--- src/logic/fzc_defines.vh ---
// Constants for the fan zone and coefficient register bank.
// Assumes an 8-bit register port from the management bus front end.
`ifndef FZC_DEFINES_VH
`define FZC_DEFINES_VH

// ----------------------------------------
// Register offsets
// ----------------------------------------
`define FZC_ADDR_HOTTEST 8'h78
`define FZC_ADDR_COEF_ONE 8'h79
`define FZC_ADDR_COEF_TWO 8'h7a
`define FZC_ADDR_COEF_THREE 8'h7b
`define FZC_ADDR_ZONE_ONE 8'h7c
`define FZC_ADDR_COEF_SEL_LO 8'h7e
`define FZC_ADDR_COEF_SEL_HI 8'h7f
`define FZC_ADDR_TEMP_BASE 8'h20

// ----------------------------------------
// Reset values and codes
// ----------------------------------------
`define FZC_RESET_BYTE 8'h00
`define FZC_ZONE_MAX 4'h0
`define FZC_ZONE_LAST 4'ha
`define FZC_SPIN_NONE 3'h0
`define FZC_NUM_CH 10

// ----------------------------------------
// Spin-up times in ms and cycles at 125 MHz
// ----------------------------------------
`define FZC_CLK_KHZ 125000
`define FZC_SPIN_MS_1 100
`define FZC_SPIN_MS_2 250
`define FZC_SPIN_MS_3 400
`define FZC_SPIN_MS_4 667
`define FZC_SPIN_MS_5 1000
`define FZC_SPIN_MS_6 2000
`define FZC_SPIN_MS_7 4000

`endif

--- src/logic/fzc_regs.v ---
// Fan zone select and sensor coefficient option registers.
// Assumes the bus front end gives a one-cycle write strobe with address and data.
`timescale 1ns/1ps
`include "fzc_defines.vh"

// Summary of operation
// Gain bits 1:0 in 0x7a bits 7:6
// Offset bits 8:3 in 0x7a bits 5:0
// Offset bits 2:0 in 0x7b bits 7:5
// Spin-up code selects start duration
// Fan 1 zone in 0x7c upper nibble
// Codes 1 to 10 pick channels 1-10
// Fan 2 zone in lower nibble
// All four registers reset to zero
// Gain bits 9:2 held at 0x79
// 0x78 reads hottest sensor temperature
// Select bit picks optional coefficients
// Reserved zone codes fall back to hottest
module fzc_regs #(
  parameter [31:0] SPIN_MS_1 = `FZC_SPIN_MS_1,
  parameter [31:0] SPIN_MS_7 = `FZC_SPIN_MS_7
) (
  // Clock and reset
  input wire clk_i,
  input wire arst_n_i,
  // Register port
  input wire wr_en_i,
  input wire [7:0] addr_i,
  input wire [7:0] wdata_i,
  output reg [7:0] rdata_o,
  // Sensor readings, channel n in bits 8n-1:8n-8
  input wire [8*`FZC_NUM_CH-1:0] temps_i,
  input wire [`FZC_NUM_CH-1:0] fan_start_i,
  // Decoded configuration
  output reg [9:0] sensor_gain_coef_o,
  output reg [8:0] sensor_offset_coef_o,
  output reg [9:0] use_opt_coef_o,
  output reg [2:0] auto_fan_start_time_o,
  output reg [7:0] hottest_reading_reg_o,
  output reg [7:0] first_fan_temp_o,
  output reg [7:0] second_fan_temp_o,
  output reg spin_active_o
);

  // ----------------------------------------
  // Storage
  // ----------------------------------------
  reg [7:0] coef_option_one;
  reg [7:0] coef_option_two;
  reg [7:0] coef_option_three;
  reg [7:0] fan_zone_select_one;
  reg [9:0] coef_sel;
  reg [31:0] spin_cnt;
  reg [7:0] next_rdata;
  reg [31:0] spin_len;
  wire [7:0] run_max [0:`FZC_NUM_CH];
  wire [7:0] next_max = run_max[`FZC_NUM_CH];

  wire [3:0] first_fan_zone_sel = fan_zone_select_one[7:4];
  wire [3:0] second_fan_zone_sel = fan_zone_select_one[3:0];

  // Zone code to temperature; reserved codes use the hottest reading
  function [7:0] zone_temp;
    input [3:0] code;
    input [8*`FZC_NUM_CH-1:0] temps;
    input [7:0] hottest;
    begin
      if (code == `FZC_ZONE_MAX || code > `FZC_ZONE_LAST) begin
        zone_temp = hottest;
      end else begin
        zone_temp = temps[8*(code-4'h1) +: 8];
      end
    end
  endfunction

  // ----------------------------------------
  // Hottest reading: running maximum over the channels
  // ----------------------------------------
  assign run_max[0] = `FZC_RESET_BYTE;

  genvar g;
  generate
    for (g = 0; g < `FZC_NUM_CH; g = g + 1) begin : g_max
      wire [7:0] reading = temps_i[8*g +: 8];
      assign run_max[g+1] = (reading > run_max[g]) ? reading : run_max[g];
    end
  endgenerate

  // ----------------------------------------
  // Register writes
  // ----------------------------------------
  always @(posedge clk_i or negedge arst_n_i) begin
    if (!arst_n_i) begin
      coef_option_one <= `FZC_RESET_BYTE;
      coef_option_two <= `FZC_RESET_BYTE;
      coef_option_three <= `FZC_RESET_BYTE;
      fan_zone_select_one <= `FZC_RESET_BYTE;
      coef_sel <= 10'h000;
    end else if (wr_en_i) begin
      // Unmapped addresses leave every register unchanged
      case (addr_i)
        `FZC_ADDR_COEF_ONE: coef_option_one <= wdata_i;
        `FZC_ADDR_COEF_TWO: coef_option_two <= wdata_i;
        `FZC_ADDR_COEF_THREE: coef_option_three <= wdata_i;
        `FZC_ADDR_ZONE_ONE: fan_zone_select_one <= wdata_i;
        `FZC_ADDR_COEF_SEL_LO: coef_sel[9:2] <= wdata_i;
        `FZC_ADDR_COEF_SEL_HI: coef_sel[1:0] <= wdata_i[7:6];
        default: coef_sel <= coef_sel;
      endcase
    end
  end

  // ----------------------------------------
  // Read mux
  // ----------------------------------------
  always @* begin
    case (addr_i)
      `FZC_ADDR_HOTTEST: next_rdata = hottest_reading_reg_o;
      `FZC_ADDR_COEF_ONE: next_rdata = coef_option_one;
      `FZC_ADDR_COEF_TWO: next_rdata = coef_option_two;
      `FZC_ADDR_COEF_THREE: next_rdata = coef_option_three;
      `FZC_ADDR_ZONE_ONE: next_rdata = fan_zone_select_one;
      `FZC_ADDR_COEF_SEL_LO: next_rdata = coef_sel[9:2];
      `FZC_ADDR_COEF_SEL_HI: next_rdata = {coef_sel[1:0], 6'h00};
      default: begin
        if (addr_i >= `FZC_ADDR_TEMP_BASE && addr_i < `FZC_ADDR_TEMP_BASE + `FZC_NUM_CH) begin
          next_rdata = temps_i[8*(addr_i-`FZC_ADDR_TEMP_BASE) +: 8];
        end else begin
          next_rdata = 8'h00;
        end
      end
    endcase
  end

  // ----------------------------------------
  // Spin-up length in clock cycles
  // ----------------------------------------
  // Code zero gives no spin-up window at all
  always @* begin
    case (coef_option_three[2:0])
      3'h1: spin_len = SPIN_MS_1 * (`FZC_CLK_KHZ);
      3'h2: spin_len = `FZC_SPIN_MS_2 * (`FZC_CLK_KHZ);
      3'h3: spin_len = `FZC_SPIN_MS_3 * (`FZC_CLK_KHZ);
      3'h4: spin_len = `FZC_SPIN_MS_4 * (`FZC_CLK_KHZ);
      3'h5: spin_len = `FZC_SPIN_MS_5 * (`FZC_CLK_KHZ);
      3'h6: spin_len = `FZC_SPIN_MS_6 * (`FZC_CLK_KHZ);
      3'h7: spin_len = SPIN_MS_7 * (`FZC_CLK_KHZ);
      default: spin_len = 32'h0;
    endcase
  end

  // ----------------------------------------
  // Read data register
  // ----------------------------------------
  always @(posedge clk_i or negedge arst_n_i) begin
    if (!arst_n_i) begin
      rdata_o <= `FZC_RESET_BYTE;
    end else begin
      rdata_o <= next_rdata;
    end
  end

  // ----------------------------------------
  // Decoded coefficient and spin-up fields
  // ----------------------------------------
  always @(posedge clk_i or negedge arst_n_i) begin
    if (!arst_n_i) begin
      sensor_gain_coef_o <= 10'h000;
      sensor_offset_coef_o <= 9'h000;
      use_opt_coef_o <= 10'h000;
      auto_fan_start_time_o <= `FZC_SPIN_NONE;
    end else begin
      sensor_gain_coef_o <= {coef_option_one, coef_option_two[7:6]};
      sensor_offset_coef_o <= {coef_option_two[5:0], coef_option_three[7:5]};
      use_opt_coef_o <= coef_sel;
      auto_fan_start_time_o <= coef_option_three[2:0];
    end
  end

  // ----------------------------------------
  // Hottest reading register
  // ----------------------------------------
  always @(posedge clk_i or negedge arst_n_i) begin
    if (!arst_n_i) begin
      hottest_reading_reg_o <= `FZC_RESET_BYTE;
    end else begin
      hottest_reading_reg_o <= next_max;
    end
  end

  // ----------------------------------------
  // Controlling temperature per fan
  // ----------------------------------------
  // Code zero follows the registered hottest reading, so it lags one cycle
  always @(posedge clk_i or negedge arst_n_i) begin
    if (!arst_n_i) begin
      first_fan_temp_o <= `FZC_RESET_BYTE;
      second_fan_temp_o <= `FZC_RESET_BYTE;
    end else begin
      first_fan_temp_o <= zone_temp(first_fan_zone_sel, temps_i, hottest_reading_reg_o);
      second_fan_temp_o <= zone_temp(second_fan_zone_sel, temps_i, hottest_reading_reg_o);
    end
  end

  // ----------------------------------------
  // Spin-up timer
  // ----------------------------------------
  // A held start request keeps reloading, so the window ends after release
  always @(posedge clk_i or negedge arst_n_i) begin
    if (!arst_n_i) begin
      spin_active_o <= 1'b0;
      spin_cnt <= 32'h0;
    end else begin
      if (|fan_start_i && spin_len != 32'h0) begin
        spin_cnt <= spin_len;
        spin_active_o <= 1'b1;
      end else if (spin_cnt > 32'h1) begin
        spin_cnt <= spin_cnt - 32'h1;
      end else begin
        spin_cnt <= 32'h0;
        spin_active_o <= 1'b0;
      end
    end
  end

endmodule // fzc_regs

--- config.mk ---
export PLATFORM = sky130hd
export DESIGN_NAME = fzc_regs
export DESIGN_NICKNAME = d
export VERILOG_FILES = /design/src/logic/fzc_regs.v
export VERILOG_INCLUDE_DIRS = /design/src /design/src/logic
export SDC_FILE = /design/constraint.sdc
export NUM_CORES = 1
export LEC_CHECK = 0
export BUFFER_PORTS_ARGS = -buffer_cell sky130_fd_sc_hd__buf_2
export CORE_ASPECT_RATIO = 1.5
export CORE_MARGIN = 2
export CORE_UTILIZATION = 35
export DETAILED_ROUTE_END_ITERATION = 16
export GPL_ROUTABILITY_DRIVEN = 0
export PLACE_DENSITY_LB_ADDON = 0.15
export SYNTH_ARGS = -nofsm -noshare
export SYNTH_HDL_FRONTEND = slang
export SYNTH_SLANG_ARGS = --single-unit
--- constraint.sdc ---
create_clock -name clk_i -period 3 [get_ports clk_i]
set_clock_uncertainty 0.1 [all_clocks]
set_input_delay 0.15 -clock clk_i [delete_from_list [all_inputs] [get_ports clk_i]]
set_output_delay 0.15 -clock clk_i [all_outputs]
set_load 0.02 [all_outputs]
* Yosys cells after proc, flatten, opt, wreduce, memory -nomap -nowiden
Index checks and enable logic that the tools add are counted.
Word-level totals: bits of input ports 109, output and inout port bits 65, register bits 139, word-level logic and storage cells 86
Operators by class: shifts and indexed selects 3, eq/ne operators 15, reductions and logical operators 14, multiplexer cells 19, order comparisons 15, $add $sub $neg 4
Operator list (count):
- 80-bit by 33-bit indexed part select with 8-bit output | 3
- 29-bit one-hot mux with 7 select lines | 1
- 8-bit two-way mux | 13
- 8-bit > comparator | 9
- 32-bit two-way mux | 2
- 8-bit by 7-bit == test with 1-bit output (second input constant) | 7
- 8-bit one-hot mux with 7 select lines | 1
- 32-bit by 1-bit > comparator with 1-bit output (second input constant) | 1
- 32-bit nonzero test | 1
- 32-bit by 1-bit subtractor with 32-bit output (second input constant) | 1
- 3-bit == test (second input constant) | 4
- 2-bit AND reduction | 6
- 10-bit OR reduction | 1
- 4-bit by 1-bit subtractor with 5-bit output (second input constant) | 2
- 8-bit by 6-bit subtractor with 9-bit output (second input constant) | 1
- 8-bit by 6-bit >= comparator with 1-bit output (second input constant) | 1
- 4-bit > comparator (second input constant) | 2
- 8-bit by 1-bit > comparator with 1-bit output (second input constant) | 1
- 4-bit logical NOT | 2
- 8-bit by 6-bit < comparator with 1-bit output (second input constant) | 1
- 3-bit by 2-bit == test with 1-bit output (second input constant) | 2
- 3-bit by 1-bit == test with 1-bit output (second input constant) | 1
- 1-bit logical AND | 2
- 1-bit logical OR | 2
- 2 further kinds | 3

* Logic depth before layout (Yosys ltp)
depth in word-level cells 20, gate-level depth with buffers 96, mapped depth without buffers 89

* Worst setup path before layout
OpenSTA, ideal clock, no wires.
kind input to register, start in temps_i[7], end reg hottest_reading_reg_o[2], path buffers 7, cell stages on the path 89, library setup time 126 ps, data required time 2774 ps, slack -13599 ps, arrival time 16373 ps, path through inv_1 ha_1 nand4_1 or2_1 and2_4 or3_4 and3_1 ha_1 and3_1 a221oi_2 a2bb2oi_2 clkbuf_1 nand2_1 o21ai_0 ha_1 a21oi_1 o21ai_0 or2_2 [53 not listed] o21a_1 nor2_1 or3_1 mux2i_2 or2_1 buf_6 mux2_4 ha_1 nor2b_1 o21a_1 o21ai_0 nand2b_1 a21oi_1 o21ai_0 o21a_1 buf_1 nor2_1 a221o_1
Between the ends: cells in the longest elaborated chain, start to end 20
RTL lines:
- start: declaration | line fzc_regs.v:32 | input wire [8*`FZC_NUM_CH-1:0] temps_i,
- 8-bit by 1-bit > comparator with 1-bit output | line fzc_regs.v:85 | assign run_max[g+1] = (reading > run_max[g]) ? reading : run_max[g];
- 8-bit two-way mux * | line fzc_regs.v:85
- 8-bit > comparator | line fzc_regs.v:85
- 8-bit two-way mux * | line fzc_regs.v:85
- 8-bit > comparator | line fzc_regs.v:85
- 8-bit two-way mux * | line fzc_regs.v:85
- 8-bit > comparator | line fzc_regs.v:85
- 8-bit two-way mux * | line fzc_regs.v:85
- [5 not listed]
- 8-bit two-way mux * | line fzc_regs.v:85
- 8-bit > comparator | line fzc_regs.v:85
- 8-bit two-way mux * | line fzc_regs.v:85
- 8-bit > comparator | line fzc_regs.v:85
- 8-bit two-way mux * | line fzc_regs.v:85
- 8-bit > comparator | line fzc_regs.v:85
- 8-bit two-way mux * | line fzc_regs.v:85
- named net next_max[2] | line fzc_regs.v:57 | wire [7:0] next_max = run_max[`FZC_NUM_CH];
- end signal: assignment | line fzc_regs.v:185 | hottest_reading_reg_o <= `FZC_RESET_BYTE;
- end signal: assignment | line fzc_regs.v:187 | hottest_reading_reg_o <= next_max;
- end: declaration | line fzc_regs.v:39 | output reg [7:0] hottest_reading_reg_o,
The timed path passes the listed nets; every way through them passes the cells marked *. A chain may end at the register's enable or synchronous reset.

* Worst setup path in the final report
start in temps_i[3], end reg hottest_reading_reg_o[0]
Same word-level chain as after synthesis.

==> results.ini <==
[outcome]
status = finished with violations
violations = setup timing

[critical_path]
worstReg2RegStart = spin_cnt[8]
path_class = input pin to register
critPathMaxFanout = 7
cpPeakStageDelay_ns = 0.41
critPathLaunchType = input pin
worstReg2RegEnd = spin_cnt[27]
reg2reg_depth = 8
slowest_stage = a211o_4
r2r_slack_ns = 0.27
worstPathRequired_ns = 3.26
cp_common_cell = buf_4
end_kind = register
arrival_ns = 14.79

[synth]
synth-edff-count = 0
synthCells = 1049
syn_nets = 1228
yosys-top-cells-count = dfrtp_1, nor2_1, ha_1
synth-seq-cells = 139
synth.top_cells.by_area = dfrtp_1, mux4_2, ha_1
ys_types = 75
yosysTopAreaCellShare = 0.322
yosysMostFrequentCell = dfrtp_1
synth-main-ff-cell = dfrtp_1
ys_async_sr_fraction = 1.00
syn-cell-area_um2 = 10800
yosysTopAreaCell = dfrtp_1
syn_avg_cell_area_um2 = 10.3
synth_seq_area_share = 0.322
ys_warn_count = 0

[pwr]
pwr-share-seq = 0.099
p_per_area_nw_per_um2 = 1490
combPwrFrac = 0.805
p_clk_frac = 0.097
swShare = 0.404
p_int_mw = 14.1
power_leakage_nw = 7.56
switchingPower_mw = 9.56
vdd_drop_max_uv = 1650

[floorplanning]
io_pins = 174
die_x_um = 147
core_area_um2 = 30400
rows = 78
die_h_um = 219
dieArea_um2 = 32300
initial_core_util = 0.356

[layout]
area_growth_pct = 47.5
final_layout_size_suffix_gt1_frac = 0.505
final_area_um2 = 15900
final_core_util = 0.525
fin_nets = 1670

[placed_design]
io_buffers = 173
place_area_um2 = 13900
detailed_place_hpwl_um = 30900

[route]
drt_iter0_markers = 509
vias = 10309
vias_per_cell = 5.41
drc = 0
ant_nets = 0
drt_wl_total_um = 38900
routedWlPerCell_um = 20.4
dr.pass1.iters = 5

[clocking]
cts_root_buffer = clkbuf_16
insertion_delay_ns = 0.43
tritoncts = yes
clock-sinks = 139
cts_buffers = 17
htreeDepth = 4
cts.reportedPaths.clkPinSlew_ns = 0.06
cts.path.max_buffers = 2

[sta]
worstMarginPinSlew_ns = 0.999
setup_ws_ns = -11.53
rsz0062_at_grt = yes
finalCriticalPeriod_ns = 14.53
slew_headroom = 0.333
hold_viol_final = 0
drv_slew = 0
setup_violations = 8
post-route-period-util = 4.84
fmax_mhz = 68.8

[global_routing]
grt_pass1_vias = 10805
grt_max_degree = 62
antenna_found_initial = 3
grt_pass1_wl_um = 60000
grt_overflow = 0
grt_util_all_layers = 0.243

[min_path]
hold_class = input pin to register
min_path_cells = 4
min-delay-start = temps_i[77]
min_to = hottest_reading_reg_o[5]

[flow_run]
cap_violations = 0

-- cell type report --
type	instances	area (um^2)
Fill cell	2770	14400
Multi-Input combinational cell	802	7780
Sequential cell	139	3480
Timing Repair Buffer	466	3270
Tap cell	400	500
Clock buffer	20	467
Inverter	65	246
Clock inverter	12	185
Antenna cell	2	5.00
-- layout by cell type, fill, tap and decap left out, drive strengths merged, types with 11 or more instances in the layout --
cell type and instances:
nand2 68, mux4 55, ha 70, buf 455, dlygate4sd3 11, a21oi 41, o21ai 56, o21a 13
nor2 73, xnor2 19, o22ai 35, dfrtp 139, a21o 19, inv 67, nand3 20, mux2 59
and3 11, a22o 24, nand4 11, mux2i 63, clkbuf 20, xor2 22, nor3 22
-- power groups by stage --
stage,Sequential [mW],Combinational (mW),Clock (mW)
after floorplan,2.46,8.56,0
after global placement,2.38,13.6,0
after detailed placement,2.38,13.9,0
after CTS,2.34,17.2,2.32
after global routing,2.36,20.5,2.40
final,2.34,19.1,2.29
-- metrics by stage --
stage                     power [mW]  cells  TNS [ns]  hold WS [ns]  worst slack [ns]
after global placement          16.0   1801    -96.55        0.0647            -12.16
final                           23.7   1906    -91.61        0.0685            -11.53
after global routing            25.2   1905    -97.06        0.0649            -12.24
after floorplan                 11.0   1049    -96.22        -0.246            -12.16
after CTS                       21.9   1893    -90.55        0.0494            -11.35
after detailed placement        16.2   1801    -99.67        0.0700            -12.56
-- worst max-delay path: cells and delay by family --
kind / cells / cell delay, ns
buffers and inverters: 17 / 1.86
multiplexers: 4 / 0.99
adder cells (fa/ha/maj): 8 / 1.90
AND/OR/NAND/NOR: 19 / 3.15
AO/OA/AOI/OAI: 36 / 6.71
-- routing by layer --
metal  vias up  track usage  share of wire
met5         -            0        0.00057
met4         4        0.101          0.038
met3        90       0.0277          0.029
met2       286        0.468           0.55
met1      5079        0.267           0.38
li1       4850            -              -
-- state kept, by name, summed over array words and instances (netlist names) --
| register | count |
|---|---|
| sensor_offset_coef_o | 9 |
| coef_option_three | 8 |
| sensor_gain_coef_o | 10 |
| rdata_o | 8 |
| use_opt_coef_o | 10 |
| hottest_reading_reg_o | 8 |
| coef_sel | 10 |
| first_fan_temp_o | 8 |
| auto_fan_start_time_o | 3 |
| coef_option_two | 8 |
| fan_zone_select_one | 8 |
| coef_option_one | 8 |
| spin_cnt | 32 |
| second_fan_temp_o | 8 |
| spin_active_o | 1 |
-- timing repair --
item / CTS / global route
buffers inserted: 46 / 11
endpoints found under the setup margin: 8 / 9
pin swaps: 71 / 54
hold endpoints to repair: 103 / 0
gates resized for setup: 105 / 58
hold buffers: 11 / 0
gates cloned: 3 / 0
-- worst max-delay path by stage --
stage / start / end / slack [ns] / cells after the start
CTS: temps_i[15] / hottest_reading_reg_o[7] / -11.35 / 82
global placement: temps_i[3] / hottest_reading_reg_o[2] / -12.16 / 85
finish: temps_i[3] / hottest_reading_reg_o[0] / -11.53 / 84
global route: temps_i[3] / hottest_reading_reg_o[0] / -12.24 / 85
detailed placement: temps_i[7] / hottest_reading_reg_o[2] / -12.56 / 83
floorplan: temps_i[0] / hottest_reading_reg_o[2] / -12.16 / 90
-- logic make-up (layout without fill, tap and decap cells) --
logic type               Yosys count  in the layout  share of synthesized area
flip-flops                       139            139                      0.322
AO/OA/AOI/OAI                    245            248                      0.164
multiplexers                     177            177                      0.239
adder cells (fa/ha/maj)           72             72                     0.0831
XOR/XNOR                          41             41                     0.0333
other                              0              2                          0
AND/OR/NAND/NOR                  264            264                      0.119
buffers and inverters            111            563                     0.0394
No activity file was read; power rests on OpenSTA's default activity.
